File: src/rtl/isodio_regs.svh
/*
 isodio_regs.svh: offsets, field positions and reset values for the
 isolated digital i/o port block.
 assumes: included by its bare name from rtl files.
*/
`ifndef ISODIO_REGS_SVH
`define ISODIO_REGS_SVH

// ----------------------------------------------------------------
// register offsets
// ----------------------------------------------------------------
`define ISODIO_OFS_OUT      2'h0
`define ISODIO_OFS_IN       2'h1
`define ISODIO_OFS_MODE     2'h3

// ----------------------------------------------------------------
// mode word fields
// ----------------------------------------------------------------
`define ISODIO_MW_BIT7      7
`define ISODIO_MW_BIT1      1
`define ISODIO_MW_BIT2      2
`define ISODIO_MW_HI6_4     6
`define ISODIO_MW_LO6_4     4
`define ISODIO_MW_SETUP     8'h82

// ----------------------------------------------------------------
// reset values
// ----------------------------------------------------------------
`define ISODIO_OUT_RST      8'h00
`define ISODIO_RD_IDLE      8'h00

`endif

File: src/rtl/isodio_pkg.sv
/*
 isodio_pkg: types shared by the isolated digital i/o port block.
 assumes: nothing beyond a systemverilog compiler.
*/
package isodio_pkg;

   // host register access, one byte wide
   typedef struct packed {
      logic       rd;
      logic       wr;
      logic [1:0] addr;
      logic [7:0] wdata;
   } isodio_req_t;

   // port direction state
   typedef enum logic [0:0] {
      ISODIO_DIR_IN  = 1'b0,
      ISODIO_DIR_OUT = 1'b1
   } isodio_dir_t;

endpackage

File: src/rtl/isodio_top.sv
/*
 isodio_top: isolated digital i/o port, three byte registers.
 assumes: host strobes are one-cycle, synchronous to REF_CLK_IN;
 input lines are already synchronous.
*/
`timescale 1ns/100ps
`default_nettype none
`include "isodio_regs.svh"

module isodio_top (
   // clock and reset
   input  wire logic                    REF_CLK_IN,
   input  wire logic                    RST_IN,
   // host register port
   input  wire isodio_pkg::isodio_req_t HOST_REQ_IN,
   output logic [7:0]                   HOST_RDATA_OUT,
   // field lines
   input  wire logic [7:0]              ISO_INPUT_LINE_IN,
   output logic [7:0]                   ISO_OUTPUT_LINE_OUT,
   output logic [7:0]                   ISO_OUTPUT_OE_OUT,
   // interrupt request, never raised
   output logic                         HOST_IRQ_OUT
);

   logic [7:0]              out_latch_q;
   logic [7:0]              rdata_q;
   logic                    wr_out;
   logic                    wr_mode;
   logic                    rd_any;
   logic                    port_reset;
   isodio_pkg::isodio_dir_t out_dir_q;

   // ----------------------------------------------------------------
   // address decode
   // ----------------------------------------------------------------
   assign wr_out  = HOST_REQ_IN.wr & (HOST_REQ_IN.addr == `ISODIO_OFS_OUT);
   assign wr_mode = HOST_REQ_IN.wr & (HOST_REQ_IN.addr == `ISODIO_OFS_MODE);
   assign rd_any  = HOST_REQ_IN.rd;

   // ----------------------------------------------------------------
   // mode word
   // ----------------------------------------------------------------
   isodio_mode u_mode (
      .clk_in         (REF_CLK_IN),
      .rst_in         (RST_IN),
      .mode_wr_in     (wr_mode),
      .mode_data_in   (HOST_REQ_IN.wdata),
      .dir_out        (out_dir_q),
      .port_reset_out (port_reset)
   );

   // ----------------------------------------------------------------
   // output latch
   // ----------------------------------------------------------------
   always_ff @(posedge REF_CLK_IN) begin
      if (RST_IN || port_reset) begin
         out_latch_q <= `ISODIO_OUT_RST;
      end else if (wr_out) begin
         out_latch_q <= HOST_REQ_IN.wdata;
      end
   end

   // bit n drives line n, only when port is output
   genvar g;
   generate
      for (g = 0; g < 8; g++) begin : g_line
         assign ISO_OUTPUT_LINE_OUT[g] = out_latch_q[g] &
            (out_dir_q == isodio_pkg::ISODIO_DIR_OUT);
         assign ISO_OUTPUT_OE_OUT[g] =
            (out_dir_q == isodio_pkg::ISODIO_DIR_OUT);

         // per-bit write and read paths
         a_line_bit: assert property (
            @(posedge REF_CLK_IN) disable iff (RST_IN)
            wr_out && HOST_REQ_IN.wdata[g] &&
            out_dir_q == isodio_pkg::ISODIO_DIR_OUT
            |=> ISO_OUTPUT_LINE_OUT[g]
         )
         else $error("output line bit not driven high");

         a_in_bit: assert property (
            @(posedge REF_CLK_IN) disable iff (RST_IN)
            rd_any && HOST_REQ_IN.addr == `ISODIO_OFS_IN &&
            ISO_INPUT_LINE_IN[g]
            |=> HOST_RDATA_OUT[g]
         )
         else $error("input bit high not read as one");
      end
   endgenerate

   // ----------------------------------------------------------------
   // read data
   // ----------------------------------------------------------------
   always_ff @(posedge REF_CLK_IN) begin
      if (RST_IN) begin
         rdata_q <= `ISODIO_RD_IDLE;
      end else if (rd_any) begin
         unique case (HOST_REQ_IN.addr)
            `ISODIO_OFS_OUT: rdata_q <= ISO_OUTPUT_LINE_OUT;
            `ISODIO_OFS_IN: begin
               rdata_q <= ISO_INPUT_LINE_IN;
            end
            default:         rdata_q <= `ISODIO_RD_IDLE;
         endcase
      end
   end

   assign HOST_RDATA_OUT = rdata_q;
   assign HOST_IRQ_OUT   = 1'b0;

   // ----------------------------------------------------------------
   // assertions: register writes
   // ----------------------------------------------------------------
   a_out_write: assert property (
      @(posedge REF_CLK_IN) disable iff (RST_IN)
      wr_out |=> out_latch_q == $past(HOST_REQ_IN.wdata)
   )
   else $error("output latch did not take write");

   a_wr_ignored: assert property (
      @(posedge REF_CLK_IN) disable iff (RST_IN)
      HOST_REQ_IN.wr && HOST_REQ_IN.addr != `ISODIO_OFS_OUT &&
      HOST_REQ_IN.addr != `ISODIO_OFS_MODE
      |=> $stable(out_latch_q) && $stable(out_dir_q)
   )
   else $error("write to read-only offset changed state");

   a_latch_hold: assert property (
      @(posedge REF_CLK_IN) disable iff (RST_IN)
      !wr_out && !wr_mode |=> $stable(out_latch_q)
   )
   else $error("output latch changed without write");

   a_mode_clear: assert property (
      @(posedge REF_CLK_IN) disable iff (RST_IN)
      wr_mode |=> out_latch_q == `ISODIO_OUT_RST
   )
   else $error("mode write did not clear latch");

   a_mode_dir: assert property (
      @(posedge REF_CLK_IN) disable iff (RST_IN)
      wr_mode && HOST_REQ_IN.wdata == `ISODIO_MW_SETUP
      |=> out_dir_q == isodio_pkg::ISODIO_DIR_OUT
   )
   else $error("setup word did not set output direction");

   a_mode_dontcare: assert property (
      @(posedge REF_CLK_IN) disable iff (RST_IN)
      wr_mode && HOST_REQ_IN.wdata[`ISODIO_MW_BIT7] &&
      HOST_REQ_IN.wdata[`ISODIO_MW_BIT1] &&
      !HOST_REQ_IN.wdata[`ISODIO_MW_BIT2] &&
      HOST_REQ_IN.wdata[`ISODIO_MW_HI6_4:`ISODIO_MW_LO6_4] == 3'h0
      |=> out_dir_q == isodio_pkg::ISODIO_DIR_OUT
   )
   else $error("ignored mode bits changed direction");

   a_bad_mode: assert property (
      @(posedge REF_CLK_IN) disable iff (RST_IN)
      wr_mode && (!HOST_REQ_IN.wdata[`ISODIO_MW_BIT7] ||
      !HOST_REQ_IN.wdata[`ISODIO_MW_BIT1] ||
      HOST_REQ_IN.wdata[`ISODIO_MW_BIT2] ||
      HOST_REQ_IN.wdata[`ISODIO_MW_HI6_4:`ISODIO_MW_LO6_4] != 3'h0)
      |=> out_dir_q == isodio_pkg::ISODIO_DIR_IN
   )
   else $error("illegal mode word accepted");

   a_dir_hold: assert property (
      @(posedge REF_CLK_IN) disable iff (RST_IN)
      !wr_mode |=> $stable(out_dir_q)
   )
   else $error("direction changed without mode write");

   // ----------------------------------------------------------------
   // assertions: read path
   // ----------------------------------------------------------------
   a_out_read: assert property (
      @(posedge REF_CLK_IN) disable iff (RST_IN)
      rd_any && HOST_REQ_IN.addr == `ISODIO_OFS_OUT
      |=> HOST_RDATA_OUT == $past(ISO_OUTPUT_LINE_OUT)
   )
   else $error("output read mismatch");

   a_out_rd_input: assert property (
      @(posedge REF_CLK_IN) disable iff (RST_IN)
      rd_any && HOST_REQ_IN.addr == `ISODIO_OFS_OUT &&
      out_dir_q == isodio_pkg::ISODIO_DIR_IN
      |=> HOST_RDATA_OUT == 8'h00
   )
   else $error("output read not low while input direction");

   a_in_read: assert property (
      @(posedge REF_CLK_IN) disable iff (RST_IN)
      rd_any && HOST_REQ_IN.addr == `ISODIO_OFS_IN
      |=> HOST_RDATA_OUT == $past(ISO_INPUT_LINE_IN)
   )
   else $error("input read mismatch");

   a_in_zero: assert property (
      @(posedge REF_CLK_IN) disable iff (RST_IN)
      rd_any && HOST_REQ_IN.addr == `ISODIO_OFS_IN &&
      ISO_INPUT_LINE_IN == 8'h00
      |=> HOST_RDATA_OUT == 8'h00
   )
   else $error("idle inputs not low");

   a_rd_unmapped: assert property (
      @(posedge REF_CLK_IN) disable iff (RST_IN)
      rd_any && (HOST_REQ_IN.addr == `ISODIO_OFS_MODE ||
      HOST_REQ_IN.addr == 2'h2)
      |=> HOST_RDATA_OUT == `ISODIO_RD_IDLE
   )
   else $error("unmapped or write-only read not zero");

   a_rd_hold: assert property (
      @(posedge REF_CLK_IN) disable iff (RST_IN)
      !rd_any |=> $stable(HOST_RDATA_OUT)
   )
   else $error("read data changed without read");

   // ----------------------------------------------------------------
   // assertions: line drive
   // ----------------------------------------------------------------
   a_line_drive: assert property (
      @(posedge REF_CLK_IN) disable iff (RST_IN)
      out_dir_q == isodio_pkg::ISODIO_DIR_OUT
      |-> ISO_OUTPUT_LINE_OUT == out_latch_q
   )
   else $error("output line not following latch");

   a_lines_low: assert property (
      @(posedge REF_CLK_IN) disable iff (RST_IN)
      out_dir_q == isodio_pkg::ISODIO_DIR_IN
      |-> ISO_OUTPUT_LINE_OUT == 8'h00 && ISO_OUTPUT_OE_OUT == 8'h00
   )
   else $error("outputs active while input direction");

   a_oe_all: assert property (
      @(posedge REF_CLK_IN) disable iff (RST_IN)
      ISO_OUTPUT_OE_OUT ==
      {8{out_dir_q == isodio_pkg::ISODIO_DIR_OUT}}
   )
   else $error("output enables not uniform");

   a_oe_rise: assert property (
      @(posedge REF_CLK_IN) disable iff (RST_IN)
      $rose(ISO_OUTPUT_OE_OUT[0]) |-> $past(wr_mode)
   )
   else $error("output enable rose without mode write");

   a_line_change: assert property (
      @(posedge REF_CLK_IN) disable iff (RST_IN)
      ISO_OUTPUT_LINE_OUT != $past(ISO_OUTPUT_LINE_OUT)
      |-> $past(wr_out) || $past(wr_mode) || $past(RST_IN)
   )
   else $error("output lines changed without cause");

   // ----------------------------------------------------------------
   // assertions: reset and interrupt
   // ----------------------------------------------------------------
   a_rst_dir: assert property (
      @(posedge REF_CLK_IN)
      RST_IN |=> out_dir_q == isodio_pkg::ISODIO_DIR_IN &&
      out_latch_q == `ISODIO_OUT_RST
   )
   else $error("reset state wrong");

   a_rst_rdata: assert property (
      @(posedge REF_CLK_IN)
      RST_IN |=> HOST_RDATA_OUT == `ISODIO_RD_IDLE
   )
   else $error("read data not idle after reset");

   a_no_irq: assert property (
      @(posedge REF_CLK_IN)
      HOST_IRQ_OUT == 1'b0
   )
   else $error("interrupt raised");

   // ----------------------------------------------------------------
   // covers
   // ----------------------------------------------------------------
   c_setup: cover property (
      @(posedge REF_CLK_IN) disable iff (RST_IN)
      wr_mode && HOST_REQ_IN.wdata == `ISODIO_MW_SETUP
   );

   c_write_out: cover property (
      @(posedge REF_CLK_IN) disable iff (RST_IN)
      out_dir_q == isodio_pkg::ISODIO_DIR_OUT && wr_out
      ##1 ISO_OUTPUT_LINE_OUT != 8'h00
   );

   c_read_in: cover property (
      @(posedge REF_CLK_IN) disable iff (RST_IN)
      rd_any && HOST_REQ_IN.addr == `ISODIO_OFS_IN &&
      ISO_INPUT_LINE_IN != 8'h00
   );

   c_bad_mode: cover property (
      @(posedge REF_CLK_IN) disable iff (RST_IN)
      wr_mode && !HOST_REQ_IN.wdata[`ISODIO_MW_BIT7]
   );

   c_mid_reset: cover property (
      @(posedge REF_CLK_IN)
      out_dir_q == isodio_pkg::ISODIO_DIR_OUT && RST_IN
   );

endmodule
`default_nettype wire

File: src/rtl/isodio_mode.sv
/*
 isodio_mode: decodes the port mode word and keeps the direction state.
 assumes: write strobe is one cycle, synchronous to the clock.
*/
`timescale 1ns/100ps
`default_nettype none
`include "isodio_regs.svh"

module isodio_mode (
   // clock and reset
   input  wire logic               clk_in,
   input  wire logic               rst_in,
   // mode word write
   input  wire logic               mode_wr_in,
   input  wire logic [7:0]         mode_data_in,
   // state
   output isodio_pkg::isodio_dir_t dir_out,
   output logic                    port_reset_out
);

   logic                    valid_word;
   isodio_pkg::isodio_dir_t dir_q;

   // ----------------------------------------------------------------
   // mode word check
   // ----------------------------------------------------------------
   // bits 3 and 0 ignored
   always_comb begin
      valid_word = mode_data_in[`ISODIO_MW_BIT7] &
                   mode_data_in[`ISODIO_MW_BIT1] &
                   ~mode_data_in[`ISODIO_MW_BIT2] &
                   ~(|mode_data_in[`ISODIO_MW_HI6_4:`ISODIO_MW_LO6_4]);
   end

   // every mode write resets the ports
   assign port_reset_out = mode_wr_in;

   // ----------------------------------------------------------------
   // direction state
   // ----------------------------------------------------------------
   always_ff @(posedge clk_in) begin
      if (rst_in) begin
         dir_q <= isodio_pkg::ISODIO_DIR_IN;
      end else if (mode_wr_in) begin
         dir_q <= valid_word ? isodio_pkg::ISODIO_DIR_OUT
                             : isodio_pkg::ISODIO_DIR_IN;
      end
   end

   assign dir_out = dir_q;

endmodule
`default_nettype wire

File: config.mk
export PLATFORM = sky130hd
export DESIGN_NAME = isodio_top
export DESIGN_NICKNAME = d
export VERILOG_FILES = /design/src/rtl/isodio_pkg.sv /design/src/rtl/isodio_top.sv /design/src/rtl/isodio_mode.sv
export VERILOG_INCLUDE_DIRS = /design/src /design/src/rtl
export SDC_FILE = /design/constraint.sdc
export NUM_CORES = 1
export LEC_CHECK = 0
export BUFFER_PORTS_ARGS = -buffer_cell sky130_fd_sc_hd__buf_4
export CORE_UTILIZATION = 40
export CTS_BUF_LIST = sky130_fd_sc_hd__clkbuf_4 sky130_fd_sc_hd__clkbuf_8
export CTS_CLUSTER_SIZE = 20
export DETAILED_ROUTE_END_ITERATION = 12
export HOLD_SLACK_MARGIN = 0.08
export PLACE_DENSITY = 0.78
export SYNTH_ARGS = -nofsm -noshare
export SYNTH_HDL_FRONTEND = slang
export SYNTH_SLANG_ARGS = --single-unit
export TNS_END_PERCENT = 5
File: constraint.sdc
create_clock -name REF_CLK_IN -period 1.89 [get_ports REF_CLK_IN]
set_input_delay 0.378 -clock REF_CLK_IN [delete_from_list [all_inputs] [get_ports REF_CLK_IN]]
set_output_delay 0.378 -clock REF_CLK_IN [all_outputs]
set_load 0.02 [all_outputs]
# Word-level counts from Yosys, hierarchy flattened
# Index checks and enable logic that the tools add are counted.
totals:
  mem_bits_ro: 0
  in_bits: 22
  wordCells: 25
  ramBits: 0
  latch_bits: 0
  mem_count: 0
  out_inout_bits: 25
  register_bits: 17
classes:
  div: 0
  muxes: 2
  order_cmp: 0
  n_bitwise: 15
  n_shift: 0
  multipliers: 0
  n_reduce_logical: 3
  n_eq_ne: 2
  addsub: 0
ops:
  columns: ["cell", "n"]
  rows:
  - ["case mux 8 bit (2 select lines)", 1]
  - ["AND 1 bit", 13]
  - ["OR reduction 3 bit", 1]
  - ["equality test 2 x 1 -> 1 bit (second input constant)", 1]
  - ["equality test 2 bit (second input constant)", 1]
  - ["zero test 2 bit", 1]
  - ["inverter 1 bit", 2]
  - ["logical OR 1 bit", 1]
  - ["2-to-1 mux 1 bit", 1]

# Logic depth before layout (Yosys ltp)
logic_depth:
  ltp_word: 4
  depth_mapped: 5
  depth_no_buf: 3

# Hierarchy
# From an unflattened synthesis, not the netlist that was laid out.
hier_totals:
  cells_unflattened: 108
  area_unflattened_um2: 979.7
modules_own_cells:
  columns: ["mod", "cells_per_inst", "area_per_inst_um2", "instances"]
  rows:
  - ["isodio_top", 102, 915.9, 1]
  - ["isodio_mode", 6, 63.8, 1]

# Worst setup path after synthesis
# No wires, ideal clock.
synth_path:
  path_type: "flip-flop to output port"
  start: "reg u_mode.dir_q (netlist: u_mode.dir_out)"
  end: "out ISO_OUTPUT_LINE_OUT[7]"
  path_stages_with_launch: 2
  slack_ns: 0.713
  arrival_ns: 0.799
  n_path_buf: 0
  required_time_ns: 1.512
  path_cell_list: "dfxtp_1 -> and2_1"
synth_via:
  elab_chain_cells: 1
synth_rtl:
  columns: ["item", "line", "source"]
  rows:
  - ["start, declared", "isodio_mode.sv:22", "isodio_pkg::isodio_dir_t dir_q;"]
  - ["start signal, assigned", "isodio_mode.sv:43", "dir_q <= isodio_pkg::ISODIO_DIR_IN;"]
  - ["start signal, assigned", "isodio_mode.sv:45", "dir_q <= valid_word ? isodio_pkg::ISODIO_DIR_OUT"]
  - ["AND 1 bit", "isodio_top.sv:67", "assign ISO_OUTPUT_LINE_OUT[g] = out_latch_q[g] &"]
  - ["end, declared", "isodio_top.sv:19", "output logic [7:0] ISO_OUTPUT_LINE_OUT,"]
# Every way passes these cells.

# Final worst setup path
layout_path:
  start: "reg u_mode.dir_q (netlist: u_mode.dir_out)"
  end: "out ISO_OUTPUT_LINE_OUT[4]"
# The elaborated chain is that of the path after synthesis.

==> flow_summary.toml <==
[outcome]
status = "finished clean"

[floorplanning]
rows = 17
fp.dieW_um = 51.2
dieArea_um2 = 2630
die_y_um = 51.2
num_io_pins = 47
start_util_pct = 43.0
placeableCoreArea_um2 = 2250

[run]
maxCapViolations = 0

[global_route]
grt_max_degree = 20
grt_pass1_wl_mm = 3.68
grt_usage_pct = 18.8
grt_antenna_before_repair = 0
grt_pass1_vias = 849
globalRouteOverflowTotal = 0

[setup_path]
crit_path_max_fanout = 18
crit_type = "reg -> out"
required_ns = 1.51
end_kind = "output pin"
worstPathArrival_ns = 1.29
cp-start-kind = "flip-flop"
regToRegSetupSlack_ns = 0.27

[yosys]
syn_area_per_cell_um2 = 8.36
synth_common_cells = "dfxtp_1, a21oi_1, o21ai_1"
yosys.area.top_type_share_pct = 35.1
synth_fp_nets = 138
synthTopCellsByArea = "dfxtp_1, a21oi_1, o21ai_1, buf_4, a21o_1"
yosysWarningCount = 0
async_reset_ff_share_pct = 0
synth_most_common_cell = "dfxtp_1"
synth_ff_type = "dfxtp_1"
seq_area_frac_synth_pct = 35.1
synth_edf_count = 0
yosysTopAreaCell = "dfxtp_1"
syn_inst = 116
yosysUniqueCellTypes = 23
ys_ff_latch = 17
syn_area_um2 = 970

[pwr]
total_power_mw = 0.726
powerDensity_nw_per_um2 = 579
leakage_nw = 0.530
ir_drop_uv = 390

[final_layout]
stdcell_count = 176
final_util_pct = 55.6
finalNetCount = 171
drive_gt1_share_pct = 35.8
area_growth_pct = 29.3
n_antenna_cell = 0
final_area_um2 = 1250

[sta]
hold_violations = 0
max_freq_ghz = 0.600
skew_ns = 0.000737
finalCritPeriodShare_pct = 88.2
setup_viol = 0
slew_violations = 0
holdWs_ns = 0.343
min_period_ns = 1.67
rsz0062_at_grt = "false"
slew_headroom_pct = 61.3
setup_tns_ns = 0
worstMarginPinSlew_ns = 0.580
final.setup.worst_slack_ns = 0.223

[place]
gp_congestion = 0.803
postPlaceCellArea_um2 = 1220
portBuffers = 45
dp_hpwl_mm = 1.68
place_inst = 172
pre_cts_slack_ns = 0.284

[detailed_routing]
post_drt_wl_per_cell_um = 13.0
ant_nets = 0
drt_iter0_drc = 14
routed_wl_mm = 2.30
vias = 940
route.detailed.drc = 0
firstDrtPassIters = 4
vias_per_cell = 5.34

[clock_tree]
post_cts_resize_count = 0
root_buffer = "clkbuf_4"
clk_pin_slew_ns = 0.09
htreeDepth = 1
clock_latency_ns = 0.28
post_cts_buffers = 0
hold_buffers = 0
cts_num_sinks = 17
cts_tree = "yes"
clockBufferDepth = 2
numCtsBuffers = 3

[hold_path]
holdCritPathClass = "in -> reg"
## worst paths after layout
kind                                    endpoint                            from  cells after the start
hold reg to reg   HOST_RDATA_OUT[6]$_SDFFE_PP0P_  HOST_RDATA_OUT[6]$_SDFFE_PP0P_                      2
hold / removal       out_latch_q[7]$_SDFFE_PP0P_                          RST_IN                      2
setup / recovery          ISO_OUTPUT_LINE_OUT[4]     u_mode.dir_out$_SDFFE_PP0P_                      2
setup reg to reg  HOST_RDATA_OUT[7]$_SDFFE_PP0P_     u_mode.dir_out$_SDFFE_PP0P_                      3
## logic make-up after synthesis
group           after synthesis  share of synthesized area, %
simple gates                 30                          20.4
flops                        17                          35.1
other cells                   1                         0.387
compound gates               50                          31.5
buf+inv                      18                          12.6
## critical path: stages, from the launching register on
cell,delay (ns)
dfxtp_1,0.64
and2_1,0.22
buf_4,0.14
## state kept, by name (all words and copies together), names as in the netlist
name / count
out_latch_q: 8
u_mode.dir_out: 1
HOST_RDATA_OUT: 8
## area by class of cell
class / count / area (µm²)
clock buffer: 4 / 30.0
fill: 214 / 1000
inverter: 1 / 3.75
multi-input combinational: 81 / 507
sequential: 17 / 340
tap: 28 / 35.0
timing repair buffer: 45 / 338
## layout by cell type, fill, tap and decap left out, drive strengths merged
cell type  instances
nand3b             8
buf               45
clkbuf             4
nor4b              1
conb               1
nand4bb            1
a21o               8
a22oi              8
and2               8
nor2b              1
a21oi             18
nand3              1
dfxtp             17
o21ai             16
nand2              9
inv                1
and2b              1
## where the power goes
part           leakage (nW)  internal, mW  switching [mW]
clock                0.0184        0.0964           0.107
combinational         0.373        0.0675          0.0709
sequential            0.139         0.373          0.0109
## routing by layer
layer / GRT usage (%) / up-vias / routed length (µm)
met5: 0 / - / 0
met4: 5.41 / 0 / 25
met3: 5.36 / 4 / 145
met2: 34.0 / 35 / 1140
met1: 21.2 / 431 / 989
li1: - / 470 / -
No activity file was read; power rests on OpenSTA's default activity.
